`src/verilog/casr_map.svh`:
```
`ifndef CASR_MAP_SVH
`define CASR_MAP_SVH

// Register indices; byte address is four times the index
`define CASR_IDX_STACK_TOP 8'h81
`define CASR_IDX_FLAG_WORD 8'hd0
`define CASR_IDX_PRIMARY 8'he0
`define CASR_IDX_SECOND 8'hf0

// Reset values
`define CASR_RST_STACK_TOP 8'h07
`define CASR_RST_ZERO 8'h00

// Flag word field positions
`define CASR_BIT_CARRY 7
`define CASR_BIT_HALF_CARRY 6
`define CASR_BIT_USER_ZERO 5
`define CASR_BIT_BANK_HI 4
`define CASR_BIT_BANK_LO 3
`define CASR_BIT_SIGNED_WRAP 2
`define CASR_BIT_USER_ONE 1
`define CASR_BIT_PARITY 0

// Working-register bank base is select shifted left by this
`define CASR_BANK_SHIFT 3

`endif

```
`src/verilog/casr_pkg.sv`:
```
package casr_pkg;

    typedef enum logic [2:0] {
        CASR_OP_LOAD,
        CASR_OP_ADD,
        CASR_OP_ADDC,
        CASR_OP_SUBB,
        CASR_OP_MUL,
        CASR_OP_DIV
    } casr_alu_op_e;

    typedef struct packed {
        logic cy;
        logic ac;
        logic ov;
    } casr_flags_s;

    typedef struct packed {
        logic [7:0] acc;
        logic [7:0] b;
        casr_flags_s flags;
        logic upd_b;
        logic upd_cy;
        logic upd_ac;
        logic upd_ov;
    } casr_alu_res_s;

endpackage

```
`src/verilog/casr_alu.sv`:
```
`timescale 1ns/10ps
module casr_alu (
    // Operation
    input wire casr_pkg::casr_alu_op_e op,
    input wire logic [7:0] a,
    input wire logic [7:0] b,
    input wire logic [7:0] src,
    input wire logic cy_in,
    // Result
    output casr_pkg::casr_alu_res_s res
);
    logic cin;
    logic [8:0] sum9;
    logic [4:0] sum_lo;
    logic [8:0] dif9;
    logic [4:0] dif_lo;
    logic [15:0] prod;
    logic div_zero;

    assign cin = (op == casr_pkg::CASR_OP_ADDC) ? cy_in : 1'b0;
    assign sum9 = {1'b0, a} + {1'b0, src} + {8'h00, cin};
    assign sum_lo = {1'b0, a[3:0]} + {1'b0, src[3:0]} + {4'h0, cin};
    assign dif9 = {1'b0, a} - {1'b0, src} - {8'h00, cy_in};
    assign dif_lo = {1'b0, a[3:0]} - {1'b0, src[3:0]} - {4'h0, cy_in};
    assign prod = {8'h00, a} * {8'h00, b};
    assign div_zero = (b == 8'h00);

    always_comb begin
        res = '0;
        res.acc = a;
        res.b = b;
        case (op)
            casr_pkg::CASR_OP_LOAD: begin
                res.acc = src;
            end
            casr_pkg::CASR_OP_ADD, casr_pkg::CASR_OP_ADDC: begin
                res.acc = sum9[7:0];
                res.flags.cy = sum9[8];
                res.flags.ac = sum_lo[4];
                res.flags.ov = (a[7] == src[7]) && (sum9[7] != a[7]);
                res.upd_cy = 1'b1;
                res.upd_ac = 1'b1;
                res.upd_ov = 1'b1;
            end
            casr_pkg::CASR_OP_SUBB: begin
                res.acc = dif9[7:0];
                res.flags.cy = dif9[8];
                res.flags.ac = dif_lo[4];
                res.flags.ov = (a[7] != src[7]) && (dif9[7] != a[7]);
                res.upd_cy = 1'b1;
                res.upd_ac = 1'b1;
                res.upd_ov = 1'b1;
            end
            casr_pkg::CASR_OP_MUL: begin
                res.acc = prod[7:0];
                res.b = prod[15:8];
                res.flags.ov = (prod[15:8] != 8'h00);
                res.upd_b = 1'b1;
                res.upd_cy = 1'b1;
                res.upd_ov = 1'b1;
            end
            casr_pkg::CASR_OP_DIV: begin
                // Divide by zero leaves both operands untouched
                if (!div_zero) begin
                    res.acc = a / b;
                    res.b = a % b;
                end
                res.flags.ov = div_zero;
                res.upd_b = 1'b1;
                res.upd_cy = 1'b1;
                res.upd_ov = 1'b1;
            end
            default: begin
                res.acc = a;
            end
        endcase
    end
endmodule

```
`src/verilog/casr_regs.sv`:
```
// Overview of operation
// - Eight-bit read/write stack top pointer
// - Push increments pointer, byte stored there
// - Pointer resets to 07, others to zero
// - Operand and flag registers bit-addressable, all pages
// - Primary operand is the arithmetic accumulator
// - Second operand extends multiply and divide
// - Carry flag bit 7 on carry/borrow
// - Half-carry bit 6 on nibble carry/borrow
// - Half-carry cleared otherwise by add/subtract, kept by mul and div
// - Bank select bits 4:3 pick register bank
// - Wrap flag on signed overflow, mul, div0
// - Wrap flag cleared when no overflow
// - User flags written only by software
`timescale 1ns/10ps
`include "casr_map.svh"
module casr_regs (
    // Clock and reset
    input wire logic CORE_CLK,
    input wire logic RESETN,
    // Wishbone slave
    input wire logic WB_CYC_I,
    input wire logic WB_STB_I,
    input wire logic WB_WE_I,
    input wire logic [9:0] WB_ADR_I,
    input wire logic [3:0] WB_SEL_I,
    input wire logic [31:0] WB_DAT_I,
    output logic [31:0] WB_DAT_O,
    output logic WB_ACK_O,
    // Core arithmetic request
    input wire logic ALU_VALID,
    input wire casr_pkg::casr_alu_op_e ALU_OP,
    input wire logic [7:0] ALU_SRC,
    // Core bit access
    input wire logic BIT_WE,
    input wire logic [7:0] BIT_ADDR,
    input wire logic BIT_VAL,
    // Core stack requests
    input wire logic PUSH_REQ,
    input wire logic [7:0] PUSH_DATA,
    input wire logic POP_REQ,
    output logic STACK_WE,
    output logic [7:0] STACK_ADDR,
    output logic [7:0] STACK_DATA,
    // Architectural state
    output logic [7:0] STACK_TOP,
    output logic [7:0] PRIMARY_OPERAND,
    output logic [7:0] SECOND_OPERAND,
    output logic [7:0] CORE_FLAG_WORD,
    output logic [7:0] BANK_BASE
);
    // Register file; parity is never stored, only derived
    logic [7:0] sp_q, sp_d;
    logic [7:0] acc_q, acc_d;
    logic [7:0] b_q, b_d;
    logic [7:1] psw_q, psw_d;
    logic [7:0] psw_bit;
    logic ack_q;
    logic [31:0] dat_q, dat_d;
    logic stk_we_q;
    logic [7:0] stk_addr_q, stk_data_q;

    casr_pkg::casr_alu_res_s alu_res;

    function automatic logic bit_hit(input logic [7:0] addr,
                                     input logic [7:0] base);
        bit_hit = (addr[7:3] == base[7:3]);
    endfunction

    function automatic logic [7:0] bit_put(input logic [7:0] v,
                                           input logic [2:0] pos,
                                           input logic val);
        logic [7:0] r;
        r = v;
        r[pos] = val;
        bit_put = r;
    endfunction

    // Bus decode; no page input, so every page sees the same map
    wire wb_req = WB_CYC_I & WB_STB_I;
    wire [7:0] wb_idx = WB_ADR_I[9:2];
    wire wb_wr = wb_req & WB_WE_I & ack_q & WB_SEL_I[0];
    wire [7:0] wb_byte = WB_DAT_I[7:0];
    wire wr_sp = wb_wr & (wb_idx == `CASR_IDX_STACK_TOP);
    wire wr_acc = wb_wr & (wb_idx == `CASR_IDX_PRIMARY);
    wire wr_b = wb_wr & (wb_idx == `CASR_IDX_SECOND);
    wire wr_psw = wb_wr & (wb_idx == `CASR_IDX_FLAG_WORD);

    // Bit access decode
    wire bit_acc = BIT_WE & bit_hit(BIT_ADDR, `CASR_IDX_PRIMARY);
    wire bit_b = BIT_WE & bit_hit(BIT_ADDR, `CASR_IDX_SECOND);
    wire bit_psw = BIT_WE & bit_hit(BIT_ADDR, `CASR_IDX_FLAG_WORD);

    wire parity = ^acc_q;
    wire [7:0] psw_full = {psw_q, parity};
    wire [7:0] psw_wr_val = bit_put(wb_byte, 3'h0, 1'b0);

    // Read mux, unmapped indices read zero
    wire [7:0] rd_byte =
        (wb_idx == `CASR_IDX_STACK_TOP) ? sp_q :
        (wb_idx == `CASR_IDX_PRIMARY) ? acc_q :
        (wb_idx == `CASR_IDX_SECOND) ? b_q :
        (wb_idx == `CASR_IDX_FLAG_WORD) ? psw_full : 8'h00;

    casr_alu u_alu (
        .op(ALU_OP),
        .a(acc_q),
        .b(b_q),
        .src(ALU_SRC),
        .cy_in(psw_q[`CASR_BIT_CARRY]),
        .res(alu_res)
    );

    // Order: bus write, then bit access, then core result, so a
    // hardware update in the same cycle wins over software
    always_comb begin
        acc_d = acc_q;
        b_d = b_q;
        psw_d = psw_q;
        psw_bit = 8'h00;
        if (wr_acc) begin
            acc_d = wb_byte;
        end
        if (wr_b) begin
            b_d = wb_byte;
        end
        if (wr_psw) begin
            psw_d = psw_wr_val[7:1];
        end
        if (bit_acc) begin
            acc_d = bit_put(acc_d, BIT_ADDR[2:0], BIT_VAL);
        end
        if (bit_b) begin
            b_d = bit_put(b_d, BIT_ADDR[2:0], BIT_VAL);
        end
        if (bit_psw && (BIT_ADDR[2:0] != 3'h0)) begin
            psw_bit = bit_put({psw_d, 1'b0}, BIT_ADDR[2:0], BIT_VAL);
            psw_d = psw_bit[7:1];
        end
        if (ALU_VALID) begin
            acc_d = alu_res.acc;
            if (alu_res.upd_b) begin
                b_d = alu_res.b;
            end
            if (alu_res.upd_cy) begin
                psw_d[`CASR_BIT_CARRY] = alu_res.flags.cy;
            end
            if (alu_res.upd_ac) begin
                psw_d[`CASR_BIT_HALF_CARRY] = alu_res.flags.ac;
            end
            if (alu_res.upd_ov) begin
                psw_d[`CASR_BIT_SIGNED_WRAP] = alu_res.flags.ov;
            end
        end
    end

    // Stack pointer next value; push beats pop and bus write
    always_comb begin
        sp_d = sp_q;
        if (wr_sp) begin
            sp_d = wb_byte;
        end
        if (PUSH_REQ) begin
            sp_d = sp_q + 8'h01;
        end else if (POP_REQ) begin
            sp_d = sp_q - 8'h01;
        end
    end

    assign dat_d = (wb_req & ~ack_q) ? {24'h000000, rd_byte} : dat_q;

    always_ff @(posedge CORE_CLK or negedge RESETN) begin
        if (!RESETN) begin
            sp_q <= `CASR_RST_STACK_TOP;
            acc_q <= `CASR_RST_ZERO;
            b_q <= `CASR_RST_ZERO;
            psw_q <= 7'h00;
        end else begin
            sp_q <= sp_d;
            acc_q <= acc_d;
            b_q <= b_d;
            psw_q <= psw_d;
        end
    end

    always_ff @(posedge CORE_CLK or negedge RESETN) begin
        if (!RESETN) begin
            ack_q <= 1'b0;
            dat_q <= 32'h00000000;
        end else begin
            ack_q <= wb_req & ~ack_q;
            dat_q <= dat_d;
        end
    end

    // Stack write goes to the incremented location
    always_ff @(posedge CORE_CLK or negedge RESETN) begin
        if (!RESETN) begin
            stk_we_q <= 1'b0;
            stk_addr_q <= `CASR_RST_ZERO;
            stk_data_q <= `CASR_RST_ZERO;
        end else begin
            stk_we_q <= PUSH_REQ;
            if (PUSH_REQ) begin
                stk_addr_q <= sp_q + 8'h01;
                stk_data_q <= PUSH_DATA;
            end
        end
    end

    assign WB_ACK_O = ack_q;
    assign WB_DAT_O = dat_q;
    assign STACK_WE = stk_we_q;
    assign STACK_ADDR = stk_addr_q;
    assign STACK_DATA = stk_data_q;
    assign STACK_TOP = sp_q;
    assign PRIMARY_OPERAND = acc_q;
    assign SECOND_OPERAND = b_q;
    assign CORE_FLAG_WORD = psw_full;
    // Bank base: select code 10 gives 0x10..0x17
    assign BANK_BASE = {3'h0, psw_q[`CASR_BIT_BANK_HI:`CASR_BIT_BANK_LO],
                        3'h0};
endmodule

```
`config.mk`:
```
export PLATFORM = sky130hd
export DESIGN_NAME = casr_regs
export DESIGN_NICKNAME = d
export VERILOG_FILES = /design/src/verilog/casr_pkg.sv /design/src/verilog/casr_alu.sv /design/src/verilog/casr_regs.sv
export VERILOG_INCLUDE_DIRS = /design/src /design/src/verilog
export SDC_FILE = /design/constraint.sdc
export NUM_CORES = 1
export LEC_CHECK = 0
export BUFFER_PORTS_ARGS = -buffer_cell sky130_fd_sc_hd__buf_2
export CORE_ASPECT_RATIO = 1.2
export CORE_UTILIZATION = 50
export DETAILED_ROUTE_END_ITERATION = 7
export PLACE_DENSITY = 0.71
export RECOVER_POWER = 25
export SYNTH_ARGS = -nofsm -noshare
export SYNTH_HDL_FRONTEND = slang
export SYNTH_HIERARCHICAL = 1
export SYNTH_SLANG_ARGS = --single-unit
```
`constraint.sdc`:
```
create_clock -name CORE_CLK -period 15.8 [get_ports CORE_CLK]
set_input_delay 3.16 -clock CORE_CLK [delete_from_list [all_inputs] [get_ports CORE_CLK]]
set_output_delay 3.16 -clock CORE_CLK [all_outputs]
set_load 0.005 [all_outputs]
```
# Word level (Yosys, flattened, before mapping)
# Index checks and enable logic that the tools add are counted.
[word_totals]
ff_bits = 57
output_inout_bits = 90
wordCells = 108
[op_classes]
n_addsub = 10
multipliers = 1
div_mod_pow = 2
magnitude_cmp = 2
n_eq_ne = 20
n_mux = 35
n_bitwise = 13
reduce_logical = 16
[ops]
columns = ["cell", "n"]
rows = [
  ["$mux 8", 14],
  ["$pmux 8 s5", 1],
  ["$eq 8x8->1 const B", 4],
  ["$bwmux 8", 3],
  ["$mul 8x8->16", 1],
  ["$mux 16", 1],
  ["$pmux 8 s2", 1],
  ["$eq 5x5->1 const B", 3],
  ["$mux 7", 2],
  ["$and 1x1->1", 12],
  ["$add 8x8->9", 1],
  ["$add 9x1->9", 1],
  ["$mux 1", 9],
  ["$sub 8x8->9", 1],
  ["$sub 9x1->9", 1],
  ["$add 8x1->8 const B", 1],
  ["$div 8x8->8", 1],
  ["$logic_not 8->1", 1],
  ["$mod 8x8->8", 1],
  ["$reduce_bool 8->1", 1],
  ["$reduce_xor 8->1", 1],
  ["$sub 8x1->8 const B", 1],
  ["$eq 3x2->1 const B", 2],
  ["$eq 3x3->1 const B", 2],
  ["25 further kinds", 33],
]

# Longest topological paths before layout
[depth]
word_depth = 10
mapped_depth = 53
depth_no_buf = 51

# Modules after synthesis
# The synthesis kept the hierarchy.
[modules_own_cells]
columns = ["mod", "n_inst", "cells_each", "area_each_um2", "seq_area_each_um2"]
rows = [
  ["casr_alu", 1, 706, 5301.3, 0.0],
  ["casr_regs", 1, 426, 3878.7, 1430.1],
]

# Worst setup path after synthesis
# OpenSTA, ideal clock, no wires.
[synth_path]
path_type = "reg2reg"
from = "reg b_q[0], in the netlist SECOND_OPERAND[0]"
to = "reg b_q[5], in the netlist SECOND_OPERAND[5]"
setup_time_ns = 0.125
t_arrival_ns = 11.196
required_ns = 15.675
path_slack_ns = 4.479
stages_incl_launch_ff = 50
synth_period_minus_slack_ns = 11.321
path_cell_list = "dfrtp_1 inv_1 ha_1 nand3_1 and2_1 ha_1 o21ai_0 a2111o_1 nand3_1 o21ai_0 ha_1 o211ai_1 a211oi_4 nor3_1 or2_2 ha_1 o211ai_1 a21boi_0 [... 14 more ...] ha_1 nor3_1 a211oi_1 a31oi_1 o21ai_2 clkbuf_1 mux2i_1 ha_1 nor2b_1 o31ai_1 a21oi_1 o31ai_1 nand2b_1 clkbuf_1 a32o_1 a221o_1 o22ai_1 a21oi_1"
[synth_lines]
columns = ["item", "line_no", "text"]
rows = [
  ["from (decl)", "casr_regs.sv:55", "logic [7:0] b_q, b_d;"],
  ["from (signal assigned)", "casr_regs.sv:176", "b_q <= `CASR_RST_ZERO;"],
]

==> key figures <==
Timing
  • Final period util: 90.1%
  • Setup violators final: 0
  • Total negative slack: 0 ps
  • Max-slew violations: 97
  • Tightest Pin Transition: 3180 ps
  • Clock Skew: 7.31 ps
  • Hold Fails Final Rpt: 0
  • F_max: 0.0703 GHz
  • Final min period: 14230 ps
  • RSZ-0062 raised after global routing: no
  • Max-slew headroom: -112%

Worst setup path
  • Crit-path slowest cell: nor4_2
  • Reg2Reg Launch Point: SECOND_OPERAND[4]$_DFF_PN0_
  • Worst EP arrival: 14450 ps
  • R2R Path End: SECOND_OPERAND[4]$_DFF_PN0_
  • CP dominant cell by count: ha_1
  • Critical Path End Type: register
  • Peak per-stage delay on the critical path: 800 ps
  • R2R cell count: 47
  • CP startpoint kind: register
  • CP required: 16020 ps
  • Critical path class: register to register
  • CP max FO: 14
  • R2R Setup Slk: 1570 ps

Synth
  • Cell Area, Synth: 9180 um2
  • Prevailing post-synth register cell: dfrtp_1
  • Async SR Flop Fraction: 100%
  • Synth unique cells: 93
  • YS warnings: 6
  • Cells after Synth: 1132
  • Sequential cell area fraction in the yosys report: 15.6%
  • Avg Synthesized Cell Area: 8.11 um2
  • EDFF count, synth: 0
  • Seq cells post-synth: 57

Clock tree
  • CTS Root Cell: clkbuf_16
  • Post CTS Setup Buffer Count: 0
  • Clock-pin slew on the worst setup and hold paths: 50 ps
  • Hold Buf Count CTS: 0
  • Clk_lat worst skew: 340 ps
  • CTS Buf Count: 9
  • CTS tree: done
  • CTS max path bufs: 2
  • H-tree depth: 3
  • CTS-repair resized insts: 0
  • Num Clock Sinks: 57

Drt
  • Via density: 6.15
  • WL final: 28500 um
  • Remaining DRCs: 0
  • Drt first pass iters: 7
  • Initial DRC Count: 729
  • DR vias: 8856
  • Routed len/inst: 19.8 um
  • DRT antenna net count: 0

Layout
  • # diodes: 0
  • Commonest non-fill, non-tap cell in the layout: buf_2
  • Fin area: 10100 um2
  • Filler instances: 1705
  • Utilization after layout: 56.7%
  • Fin nets: 1438
  • Most frequent cells in the layout: buf_2 (112), inv_1 (102), ha_1 (100)
  • Area Growth Syn to Fin: 9.79%
  • Layout cells sized above 1: 16.2%
  • Finished Layout Cells: 1439

Worst hold path
  • Sink of the worst hold path: WB_DAT_O[0]$_DFFE_PN0P_
  • Hold Startpoint: WB_DAT_O[0]$_DFFE_PN0P_
  • Hold path cells: 2
  • Worst hold path type: register to register

Global route
  • GR Overflow Total: 0
  • First-pass GRT wire length: 45000 um
  • Initial antenna violation count: 0
  • Tot GR Track Use: 30.6%
  • Pin count of the biggest net entering global routing: 58
  • Vias in the first global route: 8492

Die
  • Core area: 17800 um2
  • Die width: 126 um
  • Die ar.: 18900 um2
  • I/O pin count: 173
  • Row Count: 53
  • Starting Density: 51.7%
  • Chip height: 150 um

Place
  • Number of I/O port buffers: 113
  • Dpl cell area: 9780 um2
  • Dpl cells: 1423
  • Routability cong.: 0.920
  • DP Wirelength: 22200 um

Flow run
  • Max-cap check violation count: 2

Outcome
  • Failing checks: max-capacitance violations, max-slew violations
  • Status: finished with violations
## critical path, delay by kind of cell (launching register included)
kind            cells  cell delay [ps]
simple gates       14             3430
fa+ha+maj           7             2070
buf+inv             1               70
compound gates     24             7620
mux                 1              320
flops               1              570
## metrics by stage
stage	setup slack (ps)	hold slack [ps]
floorplan	4480	473
global placement	2200	458
detailed placement	1970	462
CTS	1950	474
global route	666	494
finish	1570	466
## cell families (layout without fill, tap and decap cells)
logic type | count (synthesis) | after routing | synth area share [%]
AO/OA/AOI/OAI | 301 | 301 | 22.6
XOR/XNOR | 52 | 52 | 5.11
adder cells (fa/ha/maj) | 141 | 141 | 22.6
buffers and inverters | 191 | 249 | 9.32
flip-flops | 57 | 57 | 15.6
multiplexers | 57 | 57 | 6.61
other | 1 | 30 | 0.0408
AND/OR/NAND/NOR | 332 | 332 | 18.2
## flip-flops by register name (all words and copies together), names as in the netlist
| register | flops |
|---|---|
| PRIMARY_OPERAND | 8 |
| SECOND_OPERAND | 8 |
| STACK_ADDR | 8 |
| STACK_DATA | 8 |
| STACK_TOP | 8 |
| STACK_WE | 1 |
| WB_ACK_O | 1 |
| WB_DAT_O | 8 |
| psw_q | 7 |
## layout make-up
class                      instances  area (um2)  share of cell area, %
clock inverter                     6        67.6                  0.670
clock buffer                      10         239                   2.37
multi-input combinational        913        7000                   69.5
inverter                         106         398                   3.95
sequential                        57        1430                   14.2
tap                              220         275                   2.73
timing repair buffer             127         666                   6.60
## layer usage
layer	up-vias	wire (um)	track usage [%]
met1	4159	11700	37.7
met5	-	0	0
met3	92	1930	3.38
li1	4159	-	-
met2	446	13500	52.9
met4	0	1370	16.3
## worst max-delay path by stage
stage | from | depth (start not counted) | to | slack, ps
6_report | SECOND_OPERAND[4]$_DFF_PN0_ | 47 | SECOND_OPERAND[4]$_DFF_PN0_ | 1570
5_1_grt | SECOND_OPERAND[4]$_DFF_PN0_ | 47 | SECOND_OPERAND[4]$_DFF_PN0_ | 670
4_1_cts | SECOND_OPERAND[4]$_DFF_PN0_ | 47 | SECOND_OPERAND[4]$_DFF_PN0_ | 1950
3_5_place_dp | SECOND_OPERAND[4]$_DFF_PN0_ | 47 | SECOND_OPERAND[4]$_DFF_PN0_ | 1970
3_3_place_gp | SECOND_OPERAND[1]$_DFF_PN0_ | 45 | SECOND_OPERAND[4]$_DFF_PN0_ | 2200
2_1_floorplan | SECOND_OPERAND[0]$_DFF_PN0_ | 49 | SECOND_OPERAND[5]$_DFF_PN0_ | 4480
## cell usage after synthesis, drive strengths merged (14+ instances only)
cell type / count / area share, %
inv: 103 / 4.2
a31oi: 14 / 0.95
dfrtp: 54 / 15
nor2: 92 / 3.8
o21ai: 56 / 3.1
mux2: 23 / 2.9
clkbuf: 46 / 1.9
mux2i: 34 / 3.7
nand2: 94 / 3.8
nand3: 19 / 1.0
xnor2: 36 / 3.4
ha: 100 / 14
nor3: 31 / 1.7
a21oi: 76 / 4.2
fa: 41 / 8.9
buf: 39 / 3.1
xor2: 15 / 1.4
Power is not shown: default switching activity piles up to over one toggle a cycle in this logic, so the estimate is an artifact.
